$ cat config.mk
export PLATFORM = sky130hd
export DESIGN_NAME = fpx_trap_unit
export DESIGN_NICKNAME = d
export VERILOG_FILES = /design/src/design/fpx_pkg.sv /design/src/design/fpx_trap_unit.sv
export SDC_FILE = /design/constraint.sdc
export NUM_CORES = 1
export LEC_CHECK = 0
export ABC_AREA = 1
export BUFFER_PORTS_ARGS = -buffer_cell sky130_fd_sc_hd__clkbuf_2
export CORE_MARGIN = 2
export CORE_UTILIZATION = 35
export CTS_BUF_LIST = sky130_fd_sc_hd__clkbuf_16
export DETAILED_ROUTE_END_ITERATION = 8
export GPL_ROUTABILITY_DRIVEN = 0
export SETUP_SLACK_MARGIN = 0.2
export SLEW_MARGIN = 20
export SYNTH_ARGS = -nofsm -noshare
export SYNTH_HDL_FRONTEND = slang
export SYNTH_SLANG_ARGS = --single-unit
$ cat constraint.sdc
create_clock -name core_clk -period 3.1 [get_ports core_clk]
set_input_delay 0.31 -clock core_clk [delete_from_list [all_inputs] [get_ports core_clk]]
set_output_delay 0.31 -clock core_clk [all_outputs]
set_load 0.01 [all_outputs]
$ cat src/design/fpx_pkg.sv
// Package for the floating-point exception trap decision block
package fpx_pkg;

  // Operation classes presented by the datapath
  typedef enum logic [3:0] {
    FPX_OP_BITS     = 4'h0, // Branch, load, store, copy-sign, conditional move
    FPX_OP_ADD      = 4'h1,
    FPX_OP_SUB      = 4'h2,
    FPX_OP_MUL      = 4'h3,
    FPX_OP_DIV      = 4'h4,
    FPX_OP_CMP_EQ   = 4'h5,
    FPX_OP_CMP_UN   = 4'h6,
    FPX_OP_CMP_LT   = 4'h7,
    FPX_OP_CMP_LE   = 4'h8,
    FPX_OP_CVT_F2I  = 4'h9,
    FPX_OP_CVT_I2F  = 4'ha,
    FPX_OP_CVT_F2F  = 4'hb
  } fpx_op_e;

  // Operand condition flags, per operand
  typedef struct packed {
    logic denormal;
    logic infinity;
    logic quiet_nan;
    logic signaling_nan;
    logic zero;
    logic negative;
  } fpx_opnd_s;

  // Qualifiers carried by the instruction
  typedef struct packed {
    logic underflow_en;
    logic inexact_en;
    logic int_ovf_en;
  } fpx_qual_s;

  // Result conditions from the datapath
  typedef struct packed {
    logic exp_overflow;
    logic exp_underflow;
    logic inexact;
    logic int_overflow;
  } fpx_res_s;

  // One request from the pipeline
  typedef struct packed {
    fpx_op_e op;
    fpx_opnd_s opa;
    fpx_opnd_s opb;
    fpx_qual_s qual;
    fpx_res_s res;
    logic [63:0] result;
  } fpx_req_s;

  // Exception summary bit positions
  localparam int FPX_SUM_W = 6;
  localparam int FPX_SUM_INV = 0;
  localparam int FPX_SUM_DZE = 1;
  localparam int FPX_SUM_OVF = 2;
  localparam int FPX_SUM_UNF = 3;
  localparam int FPX_SUM_INE = 4;
  localparam int FPX_SUM_IOV = 5;

  // Value written on a zeroed underflow: positive zero
  localparam logic [63:0] FPX_POS_ZERO = 64'h0000_0000_0000_0000;
  localparam logic [FPX_SUM_W-1:0] FPX_SUM_RST = 6'h00;

  // Implementation options
  localparam logic FPX_ALT_UNF_TRAP_RST = 1'b0;
  localparam logic FPX_ALT_F2I_TRAP_RST = 1'b0;

  // Answer produced one cycle after a request
  typedef struct packed {
    logic valid;
    logic trap;
    logic [63:0] result;
    logic [FPX_SUM_W-1:0] summary;
    logic input_exc;
  } fpx_rsp_s;

endpackage : fpx_pkg

$ cat src/design/fpx_trap_unit.sv
// Floating-point exception trap decision block
`timescale 1ns/1ps
`default_nettype none
// Function
// - Branches, loads, stores, copy-sign and conditional moves move bits only and never trap.
// - Add, subtract, multiply, divide and float-to-integer and float-to-float conversions trap on denormal, infinite or NaN operands.
// - Opposite-infinity add, zero times infinity, 0/0, inf/inf and nonzero divided by zero trap.
// - Exponent overflow of arithmetic and float-to-float conversion always traps.
// - Underflow without underflow enable delivers positive zero and does not trap.
// - Underflow with underflow enable writes positive zero and traps.
// - Inexact traps only when the instruction enables inexact trapping.
// - Float-to-integer overflow delivers the truncated result and traps only if enabled.
// - Compares trap on denormal and NaN operands but not on infinities.
// - Negative zero is a legal operand and result, never mistaken for a trap cause.
// - Optionally every underflow traps to firmware, which supplies the zero.
// - Optionally float-to-integer overflow always traps, firmware supplying the truncation.
// - A trapped result may be unpredictable; the datapath result is passed through, except that underflow writes positive zero.
module fpx_trap_unit (
  input wire logic core_clk,
  input wire logic rst_b,
  input wire logic clk_en,
  input wire logic alt_unf_trap,
  input wire logic alt_f2i_trap,
  input wire logic req_valid,
  input wire fpx_pkg::fpx_req_s req,
  output logic rsp_valid,
  output logic rsp_trap,
  output logic [63:0] rsp_result,
  output logic [fpx_pkg::FPX_SUM_W-1:0] rsp_summary,
  output logic [fpx_pkg::FPX_SUM_W-1:0] trap_summary
);

  // ----------------------------------------------------------------
  // Reset release
  // ----------------------------------------------------------------
  // Everything that persists between cycles lives in this one struct, so a
  // freeze or a reset treats it as a single unit; the reset flops stay outside
  // because they gate that reset
  typedef struct packed {
    fpx_pkg::fpx_rsp_s rsp;
    logic [fpx_pkg::FPX_SUM_W-1:0] sticky_sum;
    logic alt_unf;
    logic alt_f2i;
  } fpx_state_s;

  logic rst_meta_ff;
  logic rst_sync_ff;

  // Two flops so release is synchronous to the core clock; only the second
  // flop is read elsewhere, since the first may still be settling
  // The block leaves reset two edges after rst_b rises, so the first request
  // is taken on the third edge
  always_ff @(posedge core_clk or negedge rst_b) begin
    if (!rst_b) begin
      rst_meta_ff <= 1'b0;
      rst_sync_ff <= 1'b0;
    end else begin
      rst_meta_ff <= 1'b1;
      rst_sync_ff <= rst_meta_ff;
    end
  end

  // ----------------------------------------------------------------
  // Classification
  // ----------------------------------------------------------------
  fpx_state_s state_ff;
  fpx_state_s nxt_state;

  logic is_arith;
  logic is_cmp;
  logic is_cvt_in;
  logic a_special;
  logic b_special;
  logic a_nan;
  logic b_nan;
  logic b_used;
  logic invalid_pair;
  logic div_zero;

  // Which classes inspect operands; bit moves are left out entirely
  always_comb begin
    is_arith = (req.op == fpx_pkg::FPX_OP_ADD) || (req.op == fpx_pkg::FPX_OP_SUB) ||
               (req.op == fpx_pkg::FPX_OP_MUL) || (req.op == fpx_pkg::FPX_OP_DIV);
    is_cmp = (req.op == fpx_pkg::FPX_OP_CMP_EQ) || (req.op == fpx_pkg::FPX_OP_CMP_UN) ||
             (req.op == fpx_pkg::FPX_OP_CMP_LT) || (req.op == fpx_pkg::FPX_OP_CMP_LE);
    // Int-to-float has an integer source, so only its output can except
    is_cvt_in = (req.op == fpx_pkg::FPX_OP_CVT_F2I) || (req.op == fpx_pkg::FPX_OP_CVT_F2F);
    a_nan = req.opa.quiet_nan | req.opa.signaling_nan;
    // Operand b carries meaning only for two-operand classes; its flags are
    // left stale by single-operand conversions and must not leak into a summary
    b_used = is_arith | is_cmp;
    // Single-operand conversions use operand a only
    b_nan = is_arith & (req.opb.quiet_nan | req.opb.signaling_nan);
    // Zero flag ignores sign, so -0 behaves as zero and never as special
    a_special = req.opa.denormal | req.opa.infinity | a_nan;
    b_special = is_arith & (req.opb.denormal | req.opb.infinity | b_nan);
  end

  // Invalid pairings and divide by zero
  always_comb begin
    invalid_pair = 1'b0;
    div_zero = 1'b0;
    case (req.op)
      fpx_pkg::FPX_OP_ADD: invalid_pair = req.opa.infinity & req.opb.infinity &
                                          (req.opa.negative ^ req.opb.negative);
      // Same-sign infinities subtracted are the magnitude subtraction of infinities
      fpx_pkg::FPX_OP_SUB: invalid_pair = req.opa.infinity & req.opb.infinity &
                                          (req.opa.negative ~^ req.opb.negative);
      fpx_pkg::FPX_OP_MUL: invalid_pair = (req.opa.zero & req.opb.infinity) |
                                          (req.opa.infinity & req.opb.zero);
      fpx_pkg::FPX_OP_DIV: begin
        invalid_pair = (req.opa.zero & req.opb.zero) | (req.opa.infinity & req.opb.infinity);
        // A zero or NaN dividend is not a divide by zero; a NaN traps as an input anyway
        div_zero = req.opb.zero & ~req.opa.zero & ~a_nan;
      end
      default: begin
        invalid_pair = 1'b0;
        div_zero = 1'b0;
      end
    endcase
  end

  // ----------------------------------------------------------------
  // Trap decision and next state
  // ----------------------------------------------------------------
  always_comb begin
    logic in_exc;
    logic ovf;
    logic unf;
    logic ine;
    logic iov;
    logic trap;
    logic [fpx_pkg::FPX_SUM_W-1:0] sum;
    in_exc = 1'b0;
    ovf = 1'b0;
    unf = 1'b0;
    ine = 1'b0;
    iov = 1'b0;
    trap = 1'b0;
    sum = '0;
    nxt_state = state_ff;
    nxt_state.rsp.valid = 1'b0;
    if (req_valid) begin
      if (is_arith || is_cvt_in) begin
        in_exc = a_special | b_special | invalid_pair | div_zero;
      end else if (is_cmp) begin
        // Infinities compare normally
        in_exc = req.opa.denormal | a_nan | req.opb.denormal |
                 req.opb.quiet_nan | req.opb.signaling_nan;
      end
      if (is_arith || req.op == fpx_pkg::FPX_OP_CVT_F2F) begin
        ovf = req.res.exp_overflow;
        unf = req.res.exp_underflow;
      end
      if (is_arith || is_cvt_in || req.op == fpx_pkg::FPX_OP_CVT_I2F) begin
        ine = req.res.inexact;
      end
      iov = (req.op == fpx_pkg::FPX_OP_CVT_F2I) & req.res.int_overflow;
      // Bit moves fall through with every flag clear
      // Overflow is never gated: the handler must always see an infinity being made
      trap = in_exc | ovf |
             (unf & (req.qual.underflow_en | state_ff.alt_unf)) |
             (ine & req.qual.inexact_en) |
             (iov & (req.qual.int_ovf_en | state_ff.alt_f2i));
      // Integer overflow of a conversion also counts as an invalid operation;
      // an integer source has no operand flags worth reading
      sum[fpx_pkg::FPX_SUM_INV] = ((is_arith | is_cmp | is_cvt_in) & req.opa.signaling_nan) |
                                  (b_used & req.opb.signaling_nan) |
                                  invalid_pair | iov;
      sum[fpx_pkg::FPX_SUM_DZE] = div_zero;
      sum[fpx_pkg::FPX_SUM_OVF] = ovf;
      sum[fpx_pkg::FPX_SUM_UNF] = unf;
      sum[fpx_pkg::FPX_SUM_INE] = ine;
      sum[fpx_pkg::FPX_SUM_IOV] = iov;
      nxt_state.rsp.valid = 1'b1;
      nxt_state.rsp.trap = trap;
      nxt_state.rsp.input_exc = in_exc;
      // Only trapped operations report, so a quiet underflow leaves no mark
      nxt_state.rsp.summary = trap ? sum : '0;
      // Underflow yields +0 unless an operand exception is seen, trapping or not; the sign is dropped on purpose
      if (unf && !in_exc) begin
        nxt_state.rsp.result = fpx_pkg::FPX_POS_ZERO;
      end else begin
        // Truncated integer on overflow, or the datapath value; may be junk if trapped
        nxt_state.rsp.result = req.result;
      end
      // Sticky summary of all trapped classes, for the handler to read
      if (trap) begin
        nxt_state.sticky_sum = state_ff.sticky_sum | sum;
      end
    end
    // Options are latched each enabled cycle so they change only between requests
    nxt_state.alt_unf = alt_unf_trap;
    nxt_state.alt_f2i = alt_f2i_trap;
  end

  // ----------------------------------------------------------------
  // State register
  // ----------------------------------------------------------------
  // A low enable holds every field, so a stalled pipeline keeps its answer
  // standing and no request is taken meanwhile
  always_ff @(posedge core_clk or negedge rst_sync_ff) begin
    if (!rst_sync_ff) begin
      state_ff.rsp <= '0;
      state_ff.sticky_sum <= fpx_pkg::FPX_SUM_RST;
      state_ff.alt_unf <= fpx_pkg::FPX_ALT_UNF_TRAP_RST;
      state_ff.alt_f2i <= fpx_pkg::FPX_ALT_F2I_TRAP_RST;
    end else if (clk_en) begin
      state_ff <= nxt_state;
    end
  end

  // ----------------------------------------------------------------
  // Outputs
  // ----------------------------------------------------------------
  // Outputs straight from flops, so the pipeline sees no decode glitches
  assign rsp_valid = state_ff.rsp.valid;
  assign rsp_trap = state_ff.rsp.trap;
  assign rsp_result = state_ff.rsp.result;
  assign rsp_summary = state_ff.rsp.summary;
  assign trap_summary = state_ff.sticky_sum;

endmodule : fpx_trap_unit
`default_nettype wire

Word level (Yosys, flattened, before mapping)
Cells that the tools add are included.
- add/subtract/negate cells: 0
- multiply operators: 0
- div/mod/pow operators: 0
- order comparisons: 0
- eq/ne operators: 11
- shifts and indexed selects: 0
- muxes and demuxes: 15
- bitwise logic cells: 47
- reductions and logical operators: 14
- operator list (cell ; number):
    two-way mux 79 bit ; 1
    two-way mux 64 bit ; 1
    bitwise OR 1 bit ; 26
    AND 1 bit ; 16
    == test 4 x 3 -> 1 bit, second input constant ; 4
    == test 4 bit, second input constant ; 4
    two-way mux 6 bit ; 2
    logical OR 1 bit ; 10
    two-way mux 1 bit ; 10
    == test 4 x 2 -> 1 bit, second input constant ; 2
    bitwise OR 6 bit ; 1
    == test 4 x 1 -> 1 bit, second input constant ; 1
    case mux 1 bit (4 select lines) ; 1
    AND reduction 3 bit ; 1
    inverter 1 bit ; 2
    AND reduction 2 bit ; 1
    logical AND 1 bit ; 1
    logical NOT 1 bit ; 1
    bitwise XNOR 1 bit ; 1
    bitwise XOR 1 bit ; 1
- flip-flop bits (word level): 83
- latch bits: 0
- bits in writable memories: 0
- memory bits (read-only): 0
- bits of input ports: 93
- memories: 0

Longest topological paths before layout
Gate-level depths: netlist of run 1.
- depth in word-level cells: 18
- depth in mapped cells: 13

Worst setup path after synthesis of run 1
No wires, ideal clock.
- path kind: in2reg
- start: input port req[83] in the netlist's numbering
- end: register state_ff, in the netlist rsp_result[30]
- arrival: 1.339 ns
- slack: 1.644 ns
- stages: 11
- cell sequence: nor2_1 -> nand2_2 -> nand2_2 -> inv_2 -> nand2_2 -> nand3_2 -> nand2_2 -> nand3_4 -> buf_6 -> nand3_1 -> nand2_1
- cells in the longest elaborated chain, start to end: 15
- elaborated cells on any way between the ends: 35
- classes of those cells: eq/ne: 10; mux: 8; bitwise: 6; reduce/logical: 11
- RTL lines (element ; line ; source):
    start: declaration ; fpx_trap_unit.sv:25 ; input wire fpx_pkg::fpx_req_s req,
    == test 4 x 1 -> 1 bit or == test 4 x 2 -> 1 bit (tied branches) ; fpx_trap_unit.sv:82, fpx_trap_unit.sv:103 ;
    logical OR 1 bit (2 in a row) ; fpx_trap_unit.sv:82 ; is_arith = (req.op == fpx_pkg::FPX_OP_ADD) || (req.op == fpx_pkg::FPX_OP_SUB) ||
    logical OR 1 bit ; fpx_trap_unit.sv:83 ; (req.op == fpx_pkg::FPX_OP_MUL) || (req.op == fpx_pkg::FPX_OP_DIV);
    AND 1 bit ; fpx_trap_unit.sv:93 ; b_nan = is_arith & (req.opb.quiet_nan | req.opb.signaling_nan);
    bitwise OR 1 bit ; fpx_trap_unit.sv:96 ; b_special = is_arith & (req.opb.denormal | req.opb.infinity | b_nan);
    AND 1 bit ; fpx_trap_unit.sv:96 ;
    bitwise OR 1 bit (3 in a row) ; fpx_trap_unit.sv:145 ; in_exc = a_special | b_special | invalid_pair | div_zero;
    two-way mux 1 bit ; fpx_trap_unit.sv:144 ; if (is_arith || is_cvt_in) begin
    two-way mux 1 bit ; fpx_trap_unit.sv:143 ; if (req_valid) begin
    logical NOT 1 bit ; fpx_trap_unit.sv:181 ; if (unf && !in_exc) begin
    logical AND 1 bit (*) ; fpx_trap_unit.sv:181 ;
    two-way mux 64 bit (*) ; fpx_trap_unit.sv:181 ;
    end signal: assignment ; fpx_trap_unit.sv:209 ; state_ff <= nxt_state;
    end: declaration ; fpx_trap_unit.sv:66 ; fpx_state_s state_ff;
Mark *: on every way between the ends. The rest lies on a longest branch, timed or not. The select of a mux whose other input is x is not followed.
A chain may end at the register's enable or synchronous reset.

Worst setup path in the final report of run 1
- start: input port req[83] in the netlist's numbering
- end: register state_ff, in the netlist rsp_result[52]
Same word-level chain as after synthesis.

==> results of run 1 <==
## state kept, by name (all words and copies together) (netlist names)
register,cells
rsp_result,64
rsp_summary,6
trap_summary,6
state_ff,2
rsp_trap,1
rsp_valid,1
rst_meta_ff,1
rst_sync_ff,1
## cell families after synthesis
family	after synthesis
and+or+nand+nor	283
muxes	2
xor gates and xnor gates	2
other	1
buffers and inverters	116
DFF	82
AOI/OAI and AO/OA	7
## synthesized netlist by cell type
| master | number |
|---|---|
| nand2_1 | 179 |
| dfrtp_1 | 82 |
| buf_4 | 76 |
| nand3_1 | 43 |
| nand3_2 | 38 |
| inv_1 | 15 |
| nor2_1 | 12 |
| clkbuf_1 | 7 |
| inv_2 | 5 |
| nand2_2 | 5 |
| o21ai_0 | 4 |
| buf_2 | 3 |
| buf_6 | 3 |
| buf_8 | 3 |
| nor3_1 | 3 |
| buf_1 | 2 |
| clkbuf_8 | 2 |
| mux2_2 | 2 |
| a21boi_0 | 1 |
| a21oi_1 | 1 |
| a21oi_2 | 1 |
| conb_1 | 1 |
| nand3_4 | 1 |
| nor2_2 | 1 |
| or2_2 | 1 |
| xnor2_1 | 1 |
| xor2_1 | 1 |
## through the flow
step / hold WS (ns) / power [mW] / instances / area (um^2) / setup slack [ns]
after floorplan: 0.01441 / 1.717 / 493 / 4327 / 0.6471
after global placement: 0.09613 / 1.789 / 737 / 4697 / 0.7728
after detailed placement: 0.09776 / 1.802 / 737 / 4697 / 0.7060
after CTS: 0.1870 / 3.016 / 754 / 5044 / 1.047
after global routing: 0.1950 / 3.140 / 755 / 5071 / 0.7906
final: 0.2016 / 2.967 / 755 / 5071 / 1.054
## timing repair
item	in CTS	in global routing
endpoints found under the hold margin	2	0
buffers inserted	0	0
hold buffers	1	0
## power breakdown
part           switching [mW]  internal (mW)  total (mW)
Clock                   0.407          0.781        1.19
Combinational           0.295          0.213       0.508
Sequential             0.0762           1.20        1.27
## routing by layer
layer | up-vias | track usage | part of all wire
li1 | 1646 | - | -
met1 | 1572 | 0.1809 | 0.44
met2 | 129 | 0.2388 | 0.47
met3 | 10 | 0.04481 | 0.072
met4 | 0 | 0.04418 | 0.011
met5 | - | 0 | 0
## tightest hold or removal path, stage by stage
cell      delay (ns)
clkbuf_2        0.09
nand3_2         0.06
nand2_1         0.04
## worst paths after layout
path | start | end | cells past startpoint
setup / recovery | req[83] | rsp_result[52]$_DFFE_PN0P_ | 11
hold / removal | req[21] | rsp_result[21]$_DFFE_PN0P_ | 3
setup reg to reg | state_ff[0]$_DFFE_PN0P_ | rsp_summary[1]$_DFFE_PN0P_ | 7
hold reg to reg | rst_sync_ff$_DFF_PN0_ | rsp_result[38]$_DFFE_PN0P_ | 0
max in group asynchronous | rst_sync_ff$_DFF_PN0_ | rsp_trap$_DFFE_PN0P_ | 1
min in group asynchronous | rst_sync_ff$_DFF_PN0_ | rsp_result[38]$_DFFE_PN0P_ | 0
## layout make-up
class / count / area (um^2)
tap: 168 / 210.2
clock inverter: 7 / 111.4
timing repair buffer: 174 / 915.9
clock buffer: 9 / 225.2
fill: 1199 / 6990
multi-input combinational: 295 / 1476
inverter: 20 / 76.32
sequential: 82 / 2056
==> metrics, run 1 <==
max-slew violation count 0; Leakage Power 2.857 nW; endpoints failing setup 0; clk_lat worst skew 0.33 ns; antenna-violating nets left 0; Fmax 488.7 MHz; DR pass1 iterations 4; most common cell after layout, fill and taps aside nand2_1; antenna violations before repair 0; TritonCTS clock tree built; crit path buf inv count 2; critical path's largest stage delay 0.66 ns; crit path DAT 2.25 ns; core area 12,060 um^2; IO Port Bufs 170; CTS Buffer Depth 2; fin crit period 2.046 ns; synthesis warning total 0; largest net degree at the start of global routing 81; ordered cell list for the critical path clkbuf_2, nor2_1, nand2_2, nand2_2, inv_2, nand2_2, nand3_2, nand2_2, nand3_4, nand3_1, nand2_1; gr ovfl total 0; post-synth top area share 0.4743; worst-margin pin slew 0.9675 ns; crit-path leading delay family simple AND/OR/NAND/NOR gates; Tot GR Track Use 0.1442; syn_nets 586; crit share post-route 0.6601; Final Core Density 0.4204; HPWL after DPL 6632 um; kind of critical path input pin to register; mean post-synth cell area 8.776 um^2; max-cap viol count 0; first-pass GRT wire length 15,230 um; number of global-route vias before repair 3,232; Total Die Area 13,270 um^2; CTS Buf Count 9; post-synthesis xor/xnor area fraction 0.004049; peak supply drop 0.0002239 V; Clock Sinks 82; area leader, netlist dfrtp_1; Synth Area in Compound Gates 0.009543; Die Height 115.2 um; IO Pins 171; r2r setup slk 1.61 ns; clk slew on worst S/H paths 0.06 ns; DR iter-0 viols 260; CP Capture Type register; Syn Inst Count 493; drt wl/cell 12.52 um; skew final 0.009213 ns; DRC viols 0; Startpoint Class input pin; row count 40; CP most frequent cell nand2_2; Distinct cells, synth 27; maximum level of the CTS H-tree 3; ANT cells 0; via count 3,357; min-delay worst type input pin to register; Area contributors post-synth dfrtp_1 47%, nand2_1 16%, buf_4 13%; outcome complete, no violations; WL final 9449 um; Initial Utilization 0.3587; fin nets 675; CP max FO 64; unrepaired setup endpoints after global routing false; Power Density 585.2 nW/um^2; area grow syn2layout 17.21%; Post-Synth Adder-Cell Area 0; Cell Area, Synth 4327 um^2; Slowest-stage cell, CP nand3_4; Final Hold Fails 0; register bit total from synthesis 82; Synth Area in Simple Gates 0.3210; setup_tns 0 ns; layout cells sized above 1 0.4140; largest family of logic cells by synthesized area simple AND/OR/NAND/NOR gates; # resized after CTS 0; most frequent cells in the layout 178 x nand2_1, 170 x clkbuf_2, 81 x dfrtp_1; die width 115.2 um; number of vias per cell 4.446; CTS root buf clkbuf_16; Slew headroom 0.3550; mux share of post-synthesis cell area 0.005205; sequential share of the synthesized area 0.4743; CP Data Required Time 3.30 ns
Power figures use the tool's default switching activity.
==> run 2, diff against run 1 <==
==> constraint.sdc (replaced) <==
create_clock -name core_clk -period 1.7 [get_ports core_clk]
set_input_delay 0.17 -clock core_clk [delete_from_list [all_inputs] [get_ports core_clk]]
set_output_delay 0.17 -clock core_clk [all_outputs]
set_load 0.01 [all_outputs]
==> metrics, run 2 (synthesized netlist as in run 1, its figures left out) <==
max-cap viol count 0; post-CTS setup buffer count 0; Power Density 1008 nW/um^2; Clk pwr share 0.364; DR iter-0 viols 253; WL final 9801 um; core area 12,060 um^2; fin crit period 1.392 ns; drt wl/cell 12.90 um; area grow syn2layout 17.76%; DR pass1 iterations 4; clk_lat worst skew 0.33 ns; sequential share of power 0.452; DRC viols 0; sw power 1.432 mW; crit share post-route 0.8187; CTS Buf Count 9; FF/Latch Area 2056 um^2; Comb power frac 0.184; endpoints failing setup 0; Final Hold Fails 0; post-route cell area 5095 um^2; CTS root buf clkbuf_16; TritonCTS clock tree built; Sw Share 0.2789; skew final 0.005358 ns; Initial Utilization 0.3587; unrepaired setup endpoints after global routing true; most common cell after layout, fill and taps aside nand2_1; CTS Buffer Depth 2; fillcell total 1,167; Tot GR Track Use 0.1514; Startpoint Class register; Die Height 115.2 um; CP Capture Type register; peak supply drop 0.0004132 V; Place WS 0.05741 ns; number of global-route vias before repair 3,282; largest net degree at the start of global routing 44; Final Core Density 0.4224; number of vias per cell 4.399; die width 115.2 um; fin nets 680; max FFs per register 64; kind of critical path register to register; outcome complete, no violations; multi-input logic area 1481 um^2; Leakage Power 2.869 nW; setup ws final 0.3082 ns; IO Port Bufs 170; layout cells sized above 1 0.4189; crit path DAT 1.60 ns; gr ovfl total 0; HPWL after DPL 7261 um; CP Data Required Time 1.91 ns; ANT cells 0; antenna violations before repair 1; dpl cells 743; antenna-violating nets left 0; Cell Int Power 3.704 mW; Final Non-Filler Cells 760; CP max FO 6; Fmax 718.5 MHz; clk slew on worst S/H paths 0.06 ns; IO Pins 171; row count 40; via count 3,343; setup_tns 0 ns; min-delay worst type input pin to register; max-slew violation count 0; placed cell area 4792 um^2; first-pass GRT wire length 15,800 um; maximum level of the CTS H-tree 3; Clock Sinks 82; most frequent cells in the layout 178 x nand2_1, 170 x clkbuf_2, 81 x dfrtp_1; Total Die Area 13,270 um^2
==> run 2: final cells by class <==
cell class | instances | share of cell area
repair buffers | 179 | 0.1930
well taps | 168 | 0.04126
flip-flops and latches | 82 | 0.4035
clock buffers | 9 | 0.04420
multi-input cells | 295 | 0.2908
inverters | 20 | 0.01498
clock inverters | 7 | 0.01228
==> run 2: worst paths after layout <==
check,start,end,slack (ns),cells after the start
max,state_ff[0]$_DFFE_PN0P_,rsp_summary[0]$_DFFE_PN0P_,0.31,7
max reg2reg,state_ff[0]$_DFFE_PN0P_,rsp_summary[0]$_DFFE_PN0P_,0.31,7
min in group asynchronous,rst_b,rst_meta_ff$_DFF_PN0_,0.16,2
max in group asynchronous,rst_sync_ff$_DFF_PN0_,rsp_result[59]$_DFFE_PN0P_,0.80,1
min,req[1],rsp_result[1]$_DFFE_PN0P_,0.06,3
min reg2reg,rst_sync_ff$_DFF_PN0_,rsp_result[39]$_DFFE_PN0P_,0.25,0
==> run 2: worst max-delay path, stage by stage (launching register included) <==
cell and delay (ns):
dfrtp_1 0.38, or2_2 0.29, nand2_1 0.07, nand3_1 0.07, nor2_1 0.11, nand3_2 0.14
nand3_1 0.14, nand2_1 0.07
==> run 2: power by group through the flow <==
stage               combinational (mW)  sequential (mW)  clock [mW]
detailed placement               0.958             2.36           0
global route                      1.07             2.35        2.03
finish                           0.946             2.32        1.87
CTS                              0.965             2.33        1.94
global placement                 0.943             2.35           0
floorplan                        0.798             2.33           0
==> run 2: per-stage QoR <==
step / hold WS [ns] / power [mW]
final: 0.06063 / 5.137
after detailed placement: -0.04057 / 3.317
after global placement: -0.04283 / 3.294
after global routing: 0.04796 / 5.444
after CTS: 0.04534 / 5.234
after floorplan: -0.1256 / 3.132
==> run 2: timing repair <==
item,4_1_cts,5_1_grt
hold buffers,1,0
resized for setup,1,0
hold endpoints to repair,2,0
endpoints found under the setup margin,1,9
==> run 2: layer usage <==
metal  share of wire  track usage
met2            0.46       0.2455
met3           0.072      0.04955
met5          0.0013            0
met4          0.0068      0.04337
met1            0.45       0.1942
